## config.mk

```make
export PLATFORM = sky130hd
export DESIGN_NAME = mlp_device_flat
export DESIGN_NICKNAME = d
export VERILOG_FILES = /design/src/mlp_pkg.sv /design/src/mlp_link_if.sv /design/src/mlp_device.sv /design/src/flat_wrapper.sv
export SDC_FILE = /design/constraint.sdc
export NUM_CORES = 1
export LEC_CHECK = 0
export ABC_CLOCK_PERIOD_IN_PS = 13400
export BUFFER_PORTS_ARGS = -buffer_cell sky130_fd_sc_hd__buf_2
export CORE_MARGIN = 10
export CORE_UTILIZATION = 53
export CTS_BUF_LIST = sky130_fd_sc_hd__clkbuf_2
export DETAILED_ROUTE_END_ITERATION = 8
export PLACE_DENSITY = 0.81
export SYNTH_ARGS = -nofsm -noshare
export SYNTH_HDL_FRONTEND = slang
export SYNTH_SLANG_ARGS = --single-unit
```

## constraint.sdc

```tcl
create_clock -name clk_i -period 13.4 [get_ports clk_i]
set_input_delay 1.34 -clock clk_i [delete_from_list [all_inputs] [get_ports clk_i]]
set_output_delay 1.34 -clock clk_i [all_outputs]
set_load 0.02 [all_outputs]
```

## src/mlp_pkg.sv

```systemverilog
// Shared constants and types for the memory load port and its host end
package mlp_pkg;
   // Register numbers on the load link
   localparam logic [7:0]  REG_STATUS    = 8'h02;
   localparam logic [7:0]  REG_HEADER    = 8'h04;
   localparam logic [7:0]  REG_PAYLOAD   = 8'h05;

   // Header and payload framing
   localparam logic [2:0]  HDR_LAST_IDX  = 3'h7;
   localparam logic [15:0] TERM_CSUM     = 16'h0000;
   localparam logic [15:0] TERM_ADDR     = 16'h0000;
   localparam logic [15:0] TERM_COUNT    = 16'h0000;
   localparam int          HDR_CSUM_MSB  = 63;
   localparam int          HDR_MEM_LSB   = 40;
   localparam int          HDR_ADDR_LSB  = 16;
   localparam int          HDR_COUNT_LSB = 0;

   // Target memory codes; codes above MEM_LAST are reserved
   localparam logic [3:0]  MEM_MCU_PROG  = 4'h0;
   localparam logic [3:0]  MEM_MCU_XDATA = 4'h1;
   localparam logic [3:0]  MEM_DSP_PROG  = 4'h2;
   localparam logic [3:0]  MEM_DSP_COEF  = 4'h3;
   localparam logic [3:0]  MEM_DSP_DATA  = 4'h4;
   localparam logic [3:0]  MEM_UP_DATA   = 4'h5;
   localparam logic [3:0]  MEM_UP_COEF   = 4'h6;
   localparam logic [3:0]  MEM_LAST      = 4'h6;

   // Word sizes in bytes and data masks per memory width
   localparam logic [3:0]  WB_BYTES_8    = 4'h1;
   localparam logic [3:0]  WB_BYTES_28   = 4'h4;
   localparam logic [3:0]  WB_BYTES_WIDE = 4'h8;
   localparam logic [63:0] MASK_8        = 64'h0000_0000_0000_00FF;
   localparam logic [63:0] MASK_28       = 64'h0000_0000_0FFF_FFFF;
   localparam logic [63:0] MASK_48       = 64'h0000_FFFF_FFFF_FFFF;
   localparam logic [63:0] MASK_54       = 64'h003F_FFFF_FFFF_FFFF;

   // Status low byte layout and fixed codes
   localparam int          ST_MCU_PROG   = 0;
   localparam int          ST_MCU_XDATA  = 1;
   localparam int          ST_DSP_PROG   = 2;
   localparam int          ST_UP_COEF    = 3;
   localparam int          ST_UP_DATA    = 4;
   localparam int          ST_BAD_SEL    = 5;
   localparam int          ST_FLAGS      = 6;
   localparam logic [5:0]  FLAGS_RST     = 6'h00;
   localparam logic [7:0]  ST_END_HDR_ERR = 8'hF0;
   localparam logic [7:0]  ST_DIV_REPORT = 8'hFF;
   localparam logic [1:0]  ST_PAD        = 2'h0;
   localparam int          FW_CLR_TERM   = 6;

   // Host command register layout
   localparam logic [7:0]  WB_CMD        = 8'h00;
   localparam logic [7:0]  WB_RXDATA     = 8'h04;
   localparam logic [7:0]  WB_IRQ_STAT   = 8'h08;
   localparam logic [7:0]  WB_IRQ_MASK   = 8'h0C;
   localparam logic [7:0]  WB_STATE      = 8'h10;
   localparam int          CMD_DATA_LSB  = 0;
   localparam int          CMD_ADDR_LSB  = 8;
   localparam int          CMD_OP_LSB    = 16;
   localparam int          IRQ_DONE      = 0;
   localparam int          IRQ_RX        = 1;
   localparam int          IRQ_OVERRUN   = 2;
   localparam int          IRQ_BITS      = 3;
   localparam logic [2:0]  IRQ_RST       = 3'h0;

   typedef enum logic [1:0] {
      OP_START = 2'h0,
      OP_WRITE = 2'h1,
      OP_READ  = 2'h2
   } mlp_op_t;
endpackage

```

## src/mlp_link_if.sv

```systemverilog
// Byte-level register link between the system host and the load port
`timescale 1ns/1ps
`default_nettype none
interface mlp_link_if;
   logic       xfer_start;
   logic [7:0] reg_addr;
   logic       wr_stb;
   logic [7:0] wdata;
   logic       rd_stb;
   logic       rd_valid;
   logic [7:0] rdata;

   modport host (
      output xfer_start, reg_addr, wr_stb, wdata, rd_stb,
      input  rd_valid, rdata
   );
   modport dev (
      input  xfer_start, reg_addr, wr_stb, wdata, rd_stb,
      output rd_valid, rdata
   );
endinterface
`default_nettype wire

```

## src/mlp_device.sv

```systemverilog
// Memory load port: header/payload unpacking, checksum and load status
//
// Behaviour
// RQ1: Load start or error sets memory flag
// RQ2: Successful load clears that memory's flag
// RQ3: Host reads status after every load
// RQ4: Firmware may also clear the flags
// RQ5: Status low byte: flags, codes; high firmware
// RQ6: All-ones low byte reports clock divider
// RQ7: Host loads memories over the slave port
// RQ8: Eight-byte header register, eight-byte data register
// RQ9: Header first, then payload in groups
// RQ10: Two checksum bytes close the transfer
// RQ11: Header checksum; termination carries zero
// RQ12: Header byte three selects target memory
// RQ13: Address and count; zero on termination
// RQ14: Byte memories take one byte each
// RQ15: 28-bit words packed four bytes each
// RQ16: Wide words one per group, MSB first
// RQ17: Checksum sits in final two bytes
// RQ18: Zero address and count ends session
// RQ19: Checksum mismatch keeps error flag set
`timescale 1ns/1ps
`default_nettype none
module mlp_device (
   input  wire logic        clk_i,
   input  wire logic        rst_i,
   mlp_link_if.dev          link,
   output logic             mem_we_o,
   output logic [3:0]       mem_sel_o,
   output logic [15:0]      mem_addr_o,
   output logic [63:0]      mem_wdata_o,
   input  wire logic [6:0]  fw_clr_i,
   input  wire logic [23:0] fw_status_hi_i,
   input  wire logic        fw_div_report_i,
   output logic             load_active_o,
   output logic             load_done_o,
   output logic             load_ok_o,
   output logic             session_end_o
);
   import mlp_pkg::*;

   typedef enum logic [1:0] {
      LD_IDLE = 2'b00,
      LD_DATA = 2'b01,
      LD_CSUM = 2'b11
   } mlp_ld_t;

   mlp_ld_t     state_r;
   logic [7:0]  cur_reg_r;
   logic [2:0]  hdr_idx_r;
   logic [55:0] hdr_r;
   logic [63:0] hdr_full;
   logic        hdr_wr;
   logic        pay_wr;
   logic        hdr_done;
   logic        is_term;
   logic        bad_sel;
   logic [3:0]  sel_r;
   logic [15:0] addr_r;
   logic [15:0] left_r;
   logic [15:0] sum_r;
   logic [15:0] sum_nxt;
   logic [55:0] asm_r;
   logic [3:0]  wbyte_r;
   logic [3:0]  word_bytes;
   logic [63:0] word_mask;
   logic [7:0]  csum_hi_r;
   logic        csum_idx_r;
   logic        csum_end;
   logic        csum_ok;
   logic [5:0]  flags_r;
   logic [5:0]  flag_set;
   logic [5:0]  flag_ok_clr;
   logic        term_err_r;
   logic [31:0] status;
   logic [7:0]  status_lo;
   logic [1:0]  rd_idx_r;

   // Memory code to status bit; coefficient and data share the upper bits
   function automatic int unsigned flag_bit(input logic [3:0] sel);
      unique case (sel)
         MEM_MCU_PROG:                return ST_MCU_PROG;
         MEM_MCU_XDATA:               return ST_MCU_XDATA;
         MEM_DSP_PROG:                return ST_DSP_PROG;
         MEM_DSP_COEF, MEM_UP_COEF:   return ST_UP_COEF;
         MEM_DSP_DATA, MEM_UP_DATA:   return ST_UP_DATA;
         default:                     return ST_BAD_SEL;
      endcase
   endfunction

   // Sum of header bytes three to eight
   function automatic logic [15:0] hdr_sum(input logic [63:0] h);
      logic [15:0] s;
      s = 16'h0000;
      for (int i = 0; i < 6; i++) begin
         s = s + {8'h00, h[i*8 +: 8]};
      end
      return s;
   endfunction

   assign hdr_wr   = link.wr_stb && (cur_reg_r == REG_HEADER);
   assign pay_wr   = link.wr_stb && (cur_reg_r == REG_PAYLOAD);
   assign hdr_full = {hdr_r, link.wdata};
   assign hdr_done = hdr_wr && (hdr_idx_r == HDR_LAST_IDX);
   // RQ13: header field decode
   assign is_term  = (hdr_full[HDR_ADDR_LSB +: 16] == TERM_ADDR) &&
                     (hdr_full[HDR_COUNT_LSB +: 16] == TERM_COUNT);
   // RQ12: reserved memory codes
   assign bad_sel  = hdr_full[HDR_MEM_LSB +: 4] > MEM_LAST ||
                     hdr_full[HDR_MEM_LSB + 4 +: 4] != 4'h0;
   assign sum_nxt  = sum_r + {8'h00, link.wdata};
   assign csum_end = link.wr_stb && (cur_reg_r == REG_PAYLOAD) &&
                     (state_r == LD_CSUM) && csum_idx_r;
   // RQ19: compare closing checksum with running sum
   assign csum_ok  = ({csum_hi_r, link.wdata} == sum_r);

   // RQ15: word size and width per target memory
   // RQ16: wide memories take one word per group
   always_comb begin
      unique case (sel_r)
         MEM_MCU_PROG, MEM_MCU_XDATA: begin
            word_bytes = WB_BYTES_8;
            word_mask  = MASK_8;
         end
         MEM_DSP_COEF, MEM_UP_COEF: begin
            word_bytes = WB_BYTES_28;
            word_mask  = MASK_28;
         end
         MEM_DSP_PROG: begin
            word_bytes = WB_BYTES_WIDE;
            word_mask  = MASK_54;
         end
         default: begin
            word_bytes = WB_BYTES_WIDE;
            word_mask  = MASK_48;
         end
      endcase
   end

   // Register selected by the last transfer start
   always_ff @(posedge clk_i) begin
      if (rst_i) begin
         cur_reg_r <= 8'h00;
      end else if (link.xfer_start) begin
         cur_reg_r <= link.reg_addr;
      end
   end

   // RQ8: header bytes collected in order
   always_ff @(posedge clk_i) begin
      if (rst_i) begin
         hdr_idx_r <= 3'h0;
         hdr_r     <= 56'h0;
      end else if (link.xfer_start) begin
         hdr_idx_r <= 3'h0;
      end else if (hdr_wr) begin
         hdr_idx_r <= hdr_idx_r + 3'h1;
         hdr_r     <= hdr_full[55:0];
      end
   end

   // RQ9: load sequencing, header then payload then checksum
   always_ff @(posedge clk_i) begin
      if (rst_i) begin
         state_r    <= LD_IDLE;
         sel_r      <= MEM_MCU_PROG;
         addr_r     <= 16'h0000;
         left_r     <= 16'h0000;
         sum_r      <= 16'h0000;
         csum_hi_r  <= 8'h00;
         csum_idx_r <= 1'b0;
      end else if (hdr_done) begin
         sel_r      <= hdr_full[HDR_MEM_LSB +: 4];
         addr_r     <= hdr_full[HDR_ADDR_LSB +: 16];
         left_r     <= hdr_full[HDR_COUNT_LSB +: 16];
         sum_r      <= hdr_sum(hdr_full);
         csum_idx_r <= 1'b0;
         // RQ18: termination or bad select starts no load
         if (is_term || bad_sel) begin
            state_r <= LD_IDLE;
         end else if (hdr_full[HDR_COUNT_LSB +: 16] == 16'h0000) begin
            state_r <= LD_CSUM;
         end else begin
            state_r <= LD_DATA;
         end
      end else if (pay_wr) begin
         unique case (state_r)
            LD_DATA: begin
               sum_r  <= sum_nxt;
               left_r <= left_r - 16'h0001;
               if (left_r == 16'h0001) begin
                  state_r <= LD_CSUM;
               end
            end
            // RQ17: last two bytes are the checksum
            LD_CSUM: begin
               csum_hi_r  <= link.wdata;
               csum_idx_r <= ~csum_idx_r;
               if (csum_idx_r) begin
                  state_r <= LD_IDLE;
               end
            end
            LD_IDLE: begin
               state_r <= LD_IDLE;
            end
            default: begin
               state_r <= LD_IDLE;
            end
         endcase
      end else if (state_r == 2'b10) begin
         state_r <= LD_IDLE;
      end
   end

   // RQ14: bytes assembled into memory words and written
   always_ff @(posedge clk_i) begin
      if (rst_i) begin
         asm_r       <= 56'h0;
         wbyte_r     <= 4'h0;
         mem_we_o    <= 1'b0;
         mem_sel_o   <= MEM_MCU_PROG;
         mem_addr_o  <= 16'h0000;
         mem_wdata_o <= 64'h0;
      end else begin
         mem_we_o <= 1'b0;
         if (hdr_done) begin
            wbyte_r <= 4'h0;
         end else if (pay_wr && state_r == LD_DATA) begin
            asm_r <= {asm_r[47:0], link.wdata};
            if (wbyte_r + 4'h1 == word_bytes) begin
               wbyte_r     <= 4'h0;
               mem_we_o    <= 1'b1;
               mem_sel_o   <= sel_r;
               mem_addr_o  <= addr_r;
               mem_wdata_o <= {asm_r, link.wdata} & word_mask;
            end else begin
               wbyte_r <= wbyte_r + 4'h1;
            end
         end
      end
   end

   // Load activity follows the sequencer, one cycle late
   always_ff @(posedge clk_i) begin
      if (rst_i) begin
         load_active_o <= 1'b0;
      end else begin
         load_active_o <= (state_r != LD_IDLE);
      end
   end

   // RQ1: start of a load or a failed check sets the flag
   always_comb begin
      flag_set    = FLAGS_RST;
      flag_ok_clr = FLAGS_RST;
      if (hdr_done && !is_term) begin
         flag_set[flag_bit(hdr_full[HDR_MEM_LSB +: 4])] = 1'b1;
         if (bad_sel) begin
            flag_set[ST_BAD_SEL] = 1'b1;
         end
      end
      if (csum_end) begin
         if (csum_ok) begin
            // RQ2: good checksum clears the flag
            flag_ok_clr[flag_bit(sel_r)] = 1'b1;
         end else begin
            flag_set[flag_bit(sel_r)] = 1'b1;
         end
      end
   end

   // RQ4: firmware clears; a hardware set wins
   always_ff @(posedge clk_i) begin
      if (rst_i) begin
         flags_r <= FLAGS_RST;
      end else begin
         flags_r <= (flags_r & ~fw_clr_i[ST_FLAGS-1:0] & ~flag_ok_clr) | flag_set;
      end
   end

   // RQ11: termination header must carry a zero checksum
   always_ff @(posedge clk_i) begin
      if (rst_i) begin
         term_err_r <= 1'b0;
      end else if (hdr_done && is_term) begin
         term_err_r <= (hdr_full[HDR_CSUM_MSB -: 16] != TERM_CSUM);
      end else if (fw_clr_i[FW_CLR_TERM]) begin
         term_err_r <= 1'b0;
      end
   end

   // RQ10: completion pulses when the checksum or a termination header lands
   always_ff @(posedge clk_i) begin
      if (rst_i) begin
         load_done_o   <= 1'b0;
         load_ok_o     <= 1'b0;
         session_end_o <= 1'b0;
      end else begin
         load_done_o   <= csum_end;
         load_ok_o     <= csum_end && csum_ok;
         session_end_o <= hdr_done && is_term;
      end
   end

   // RQ5: status layout
   // RQ6: divider report overrides the low byte
   always_comb begin
      if (fw_div_report_i) begin
         status_lo = ST_DIV_REPORT;
      end else if (term_err_r) begin
         status_lo = ST_END_HDR_ERR;
      end else begin
         status_lo = {ST_PAD, flags_r};
      end
      status = {fw_status_hi_i, status_lo};
   end

   // RQ3: status bytes returned most significant first
   always_ff @(posedge clk_i) begin
      if (rst_i) begin
         rd_idx_r      <= 2'h0;
         link.rd_valid <= 1'b0;
         link.rdata    <= 8'h00;
      end else begin
         link.rd_valid <= link.rd_stb;
         if (link.xfer_start) begin
            rd_idx_r <= 2'h0;
         end else if (link.rd_stb) begin
            rd_idx_r <= rd_idx_r + 2'h1;
            if (cur_reg_r == REG_STATUS) begin
               link.rdata <= status[(2'h3 - rd_idx_r)*8 +: 8];
            end else begin
               link.rdata <= 8'h00;
            end
         end
      end
   end
endmodule
`default_nettype wire

```

## src/flat_wrapper.sv

```systemverilog
// flat-port wrapper written by rule: the top's interface ports become plain ports
module mlp_device_flat import mlp_pkg::*;
  (clk_i, rst_i, mem_we_o, mem_sel_o, mem_addr_o, mem_wdata_o, fw_clr_i, fw_status_hi_i, fw_div_report_i, load_active_o, load_done_o, load_ok_o, session_end_o, link_xfer_start, link_reg_addr, link_wr_stb, link_wdata, link_rd_stb, link_rd_valid, link_rdata);
  mlp_link_if link_i ();
  input  wire logic clk_i;
  input  wire logic rst_i;
  output logic mem_we_o;
  output logic [3:0] mem_sel_o;
  output logic [15:0] mem_addr_o;
  output logic [63:0] mem_wdata_o;
  input  wire logic [6:0] fw_clr_i;
  input  wire logic [23:0] fw_status_hi_i;
  input  wire logic fw_div_report_i;
  output logic load_active_o;
  output logic load_done_o;
  output logic load_ok_o;
  output logic session_end_o;
  input wire logic [$bits(link_i.xfer_start)-1:0] link_xfer_start;
  input wire logic [$bits(link_i.reg_addr)-1:0] link_reg_addr;
  input wire logic [$bits(link_i.wr_stb)-1:0] link_wr_stb;
  input wire logic [$bits(link_i.wdata)-1:0] link_wdata;
  input wire logic [$bits(link_i.rd_stb)-1:0] link_rd_stb;
  output wire logic [$bits(link_i.rd_valid)-1:0] link_rd_valid;
  output wire logic [$bits(link_i.rdata)-1:0] link_rdata;
  assign link_i.xfer_start = link_xfer_start;
  assign link_i.reg_addr = link_reg_addr;
  assign link_i.wr_stb = link_wr_stb;
  assign link_i.wdata = link_wdata;
  assign link_i.rd_stb = link_rd_stb;
  assign link_rd_valid = link_i.rd_valid;
  assign link_rdata = link_i.rdata;
  mlp_device u_core (.clk_i(clk_i), .rst_i(rst_i), .link(link_i), .mem_we_o(mem_we_o), .mem_sel_o(mem_sel_o), .mem_addr_o(mem_addr_o), .mem_wdata_o(mem_wdata_o), .fw_clr_i(fw_clr_i), .fw_status_hi_i(fw_status_hi_i), .fw_div_report_i(fw_div_report_i), .load_active_o(load_active_o), .load_done_o(load_done_o), .load_ok_o(load_ok_o), .session_end_o(session_end_o));
endmodule
```

-- Word level (Yosys, flattened, before mapping)
Index checks and enable logic that the tools add are counted.
- add/sub/neg operators: 11
- magnitude comparators: 7
- equal/unequal tests: 24
- shift-type cells: 1
- multiplexer cells: 42
- bitwise logic cells: 11
- reduce and logical (&&, ||, !) cells: 43
- operators with widths (kind ; number):
    54-bit case mux with 3 select lines ; 1
    32-bit 2-to-1 mux ; 5
    32-bit by 1-bit >= comparator with 1-bit output (second input constant) ; 3
    32-bit by 4-bit < comparator with 1-bit output (second input constant) ; 3
    16-bit 2-to-1 mux ; 6
    16-bit by 8-bit adder with 16-bit output ; 5
    64-bit by 54-bit bitwise AND with 64-bit output ; 1
    32-bit by 33-bit variable part select with 8-bit output ; 1
    16-bit zero test ; 2
    6-bit 2-to-1 mux ; 5
    3-bit case mux with 5 select lines ; 2
    4-bit by 3-bit equality test with 1-bit output (second input constant) ; 6
    8-bit 2-to-1 mux ; 3
    16-bit by 1-bit equality test with 1-bit output (second input constant) ; 1
    16-bit equality test ; 1
    4-bit by 2-bit equality test with 1-bit output (second input constant) ; 4
    8-bit by 3-bit equality test with 1-bit output (second input constant) ; 2
    16-bit nonzero test ; 1
    16-bit by 1-bit subtractor with 16-bit output (second input constant) ; 1
    2-bit 2-to-1 mux ; 7
    2-bit OR reduction ; 7
    1-bit logical AND ; 13
    6-bit bitwise AND ; 2
    6-bit inverter ; 2
    other kinds (29) ; 55
- bits in registers: 297
- output and inout bits: 98

-- Longest topological paths before layout
- depth after elaboration: 15
- gate-level depth with buffers: 21

-- Worst setup path after synthesis
OpenSTA, ideal clock, no wires.
- kind: input-to-reg
- start point: input port link_wdata[0]
- end point: register u_core.sum_r[9]
- arrival: 5.287 ns
- path slack: 8.027 ns
- stages: 20
- path buffers: 0
- cell sequence: ha_1 inv_1 fa_1 inv_1 a21o_1 a21oi_1 o21bai_1 a21oi_1 xnor2_1 fa_1 fa_1 inv_1 fa_1 inv_1 ha_1 o2111ai_1 nand3_1 o41a_1 xnor2_1 a211oi_1
- longest elaborated chain between the ends: 6
- ends and longest elaborated chain (what ; RTL line ; text):
    from (decl) ; flat_wrapper.sv:21 ; input wire logic [$bits(link_i.wdata)-1:0] link_wdata;
    8-bit by 8-bit adder with 9-bit output ; mlp_device.sv:97 ; s = s + {8'h00, h[i*8 +: 8]};
    16-bit by 8-bit adder with 16-bit output (4 in a row) ; mlp_device.sv:97 ;
    16-bit 2-to-1 mux (*) ; mlp_device.sv:173 ; end else if (hdr_done) begin
    to (signal assigned) ; mlp_device.sv:177 ; sum_r <= hdr_sum(hdr_full);
    to (signal assigned) ; mlp_device.sv:190 ; sum_r <= sum_nxt;
    to (decl) ; mlp_device.sv:62 ; logic [15:0] sum_r;
Every way passes the cells marked *; elsewhere a longest branch is shown, timed or not. The select of a mux whose other input is x is not followed.
A chain may end at the register's enable or synchronous reset.

-- Final worst setup path
Ends and elaborated chain as after synthesis.

==> qor.yml <==
status: "finished clean"
antenna_found_initial: 1
syn_inst: 1581
synth_cell_types: 64
yosys.area_share.simple_pct: 22.1
worstPathArrival_ns: 5.79
clockRootBuffer: "clkbuf_2"
syn_area_um2: 12700
worst_hold_slack_ns: 0.451
cap_violations: 0
synth-compound-area-share_pct: 15.1
grt.overflow.total: 0
dp_slack_ns: 7.61
syn2layout_area_growth_pct: 10.2
gp_congestion: 0.994
tightestPinTransition_ns: 1.13
synth-xor-area-share_pct: 2.54
post_cts_resized: 0
synth_edf_count: 0
min_period_ns: 5.11
cts_buffer_depth: 3
dieArea_um2: 30700
path_class: "in2reg"
cellLeakagePower_nw: 5.45
cts_buffers: 70
power_w: 0.00143
drtIter0Drc: 999
setup_viol: 0
ir_worst_vdd_uv: 51.1
grt_pass1_vias: 10900
reg2reg_to: "u_core.sum_r[9]"
min_path_type: "reg2reg"
synth_top_area_share_pct: 43.5
postSynthAreaPerCell_um2: 8.06
slew_violations: 0
core_um2: 23500
clock-sinks: 277
min_to: "u_core.mem_wdata_o[19]"
vias_per_cell: 5.57
grt_util_all_layers_pct: 21.2
synth_fa_ha_area_share_pct: 7.42
min_path_cells: 2
finalClockSkew_ns: 0.0514
hold_viol_final: 0
cp-start-kind: "input port"
crit_required_ns: 14.08
post-cts-setup-buffers: 0
dr.pass1.iters: 5
holdBufCountCts: 0
die_h_um: 175
clkTransAtPathRegs_ns: 0.09
io_pins: 151
rows: 56
start_util_pct: 54.2
die_x_um: 175
final_layout_size_suffix_gt1_share_pct: 15.8
cp_max_fo: 8
ys_seq_area_share_pct: 43.5
setup_ws_ns: 8.29
h-tree-depth: 3
reg2reg_slack_ns: 8.55
routedWlPerCell_um: 16.2
num_vias: 11500
fin_nets: 1809
clkLatencyLatePin_ns: 0.82
synth_top_area_cell: "dfxtp_1"
fin_tns_setup_ns: 0
critPathCaptureType: "flop"
fmax_ghz: 0.196
async_flop_share_pct: 0
grt_pass1_wl_um: 54600
synth_flop_cell: "dfxtp_1"
r2r-start: "u_core.hdr_r[0]"
yosysWarnings: 0
synth_top_family_by_area: "simple AND/OR/NAND/NOR gates"
power_density_nw_per_um2: 102
port_buffers: 140
placed_area_um2: 13500
synth_mux_area_share_pct: 3.00
ys_seq_elements: 277
tritoncts: "built"
hold_path_startpoint: "u_core.mem_wdata_o[19]"
fin_area_um2: 14000
rr_worst_depth: 20
period_share_pct: 38.1
grt_max_degree: 97
rsz0062_at_grt: "false"
drc: 0
drt-total-wl_um: 33400
dp_hpwl_um: 22700
maxSlewHeadroom_pct: 24.4
drt.antenna.violating_nets: 0
yosys-top-cells-area: "dfxtp_1 43%, nand2_1 11%, a21oi_1 8.9%"
cells in the mapped netlist (all sizes together) (2+ instances only):
master	count
o311ai	2
and3	4
o21ai	19
nand2b	8
nand2	368
or3	6
a211oi	7
o31ai	3
o221ai	3
nand4b	2
ha	34
nor3b	2
nand4	16
a21boi	2
nand3	50
clkbuf	80
a222oi	2
a311oi	4
or4	2
nor3	24
xnor2	24
mux2	2
o211ai	8
nor4	40
o21a	5
mux4	4
and2	3
mux2i	27
a21o	10
a221oi	8
a22oi	11
a31oi	8
o2111ai	2
nor2	101
xor2	13
inv	76
a21oi	228
o21bai	2
dfxtp	277
o22ai	3
buf	35
nor2b	11
nand3b	4
fa	26
or2	4
kinds of logic (layout without fill, tap and decap cells):
kind of cell               count (synthesis)  after routing
buffers and inverters                    191            340
adders and majority gates                 60             60
DFF                                      277            277
and+or+nand+nor                          647            647
muxes                                     33             33
xor gates and xnor gates                  37             37
other                                      1             11
AOI/OAI and AO/OA                        335            335
power breakdown:
group / total (W) / switching [W] / internal (W)
logic: 0.0000671 / 0.0000444 / 0.0000228
clock network: 0.000529 / 0.000326 / 0.000203
registers: 0.000830 / 0.00000449 / 0.000826
stage by stage:
step                      util (%)  cells
after floorplan                  -   1590
after global routing          59.7   2059
after global placement        57.2   1943
after CTS                     59.7   2058
final                         59.7   2059
after detailed placement      57.2   1943
flip-flops by register name, summed over array words and instances (netlist names), 2 cells and up:
name	cells
u_core.sum_r	16
u_core.cur_reg_r	8
u_core.sel_r	4
u_core.hdr_idx_r	3
u_core.left_r	16
u_core.mem_wdata_o	54
u_core.addr_r	16
u_core.asm_r	46
u_core.flags_r	6
u_core.csum_hi_r	8
u_core.wbyte_r	4
u_core.rd_idx_r	2
u_core.state_r	2
u_core.link.rdata	8
u_core.hdr_r	56
u_core.mem_sel_o	4
u_core.mem_addr_o	16
worst max-delay path by stage:
stage | start | slack (ns) | cells past startpoint | end
global placement | link_wdata[0] | 7.67 | 21 | u_core.sum_r[9]
global route | link_wdata[0] | 8.10 | 21 | u_core.sum_r[9]
detailed placement | link_wdata[0] | 7.61 | 21 | u_core.sum_r[9]
floorplan | link_wdata[0] | 8.03 | 20 | u_core.sum_r[9]
CTS | link_wdata[0] | 8.34 | 21 | u_core.sum_r[9]
finish | link_wdata[0] | 8.29 | 21 | u_core.sum_r[9]
per-layer routing:
layer	up-vias	GRT usage, %	wire [um]
li1	5613	-	-
met1	5387	24.4	13600
met2	405	36.8	16500
met3	57	4.96	2350
met4	0	9.08	929
met5	-	0	0
cell usage in the layout (no fill, tap or decap), drive strengths merged, types with 24 or more instances in the layout:
cell    Yosys  routed
a21oi     228     228
buf        35     148
clkbuf     80     104
dfxtp     277     277
fa         26      26
ha         34      34
inv        76      78
mux2i      27      27
nand2     368     368
nand3      50      50
nor2      101     101
nor3       24      24
nor4       40      40
xnor2      24      24
final cells by class:
type	instances	area [um2]
inverter	76	285
clock buffer	103	515
tap	319	399
sequential	277	5550
antenna	1	2.50
timing repair buffer	149	777
fill	2086	9500
clock inverter	12	58.8
multi-input combinational	1122	6460
critical path, cell delays in order:
cell and delay, ns:
buf_2 0.16, ha_1 0.23, inv_1 0.07, fa_1 0.21
inv_1 0.05, a21o_1 0.15, a21oi_1 0.21, o21bai_1 0.09
a21oi_1 0.22, xnor2_1 0.17, fa_1 0.47, fa_1 0.52
inv_1 0.05, fa_1 0.49, inv_1 0.04, ha_1 0.35
o2111ai_1 0.12, nand3_1 0.12, o41a_1 0.34, xnor2_1 0.13
a211oi_1 0.25
(Power assumes the default switching activity.)
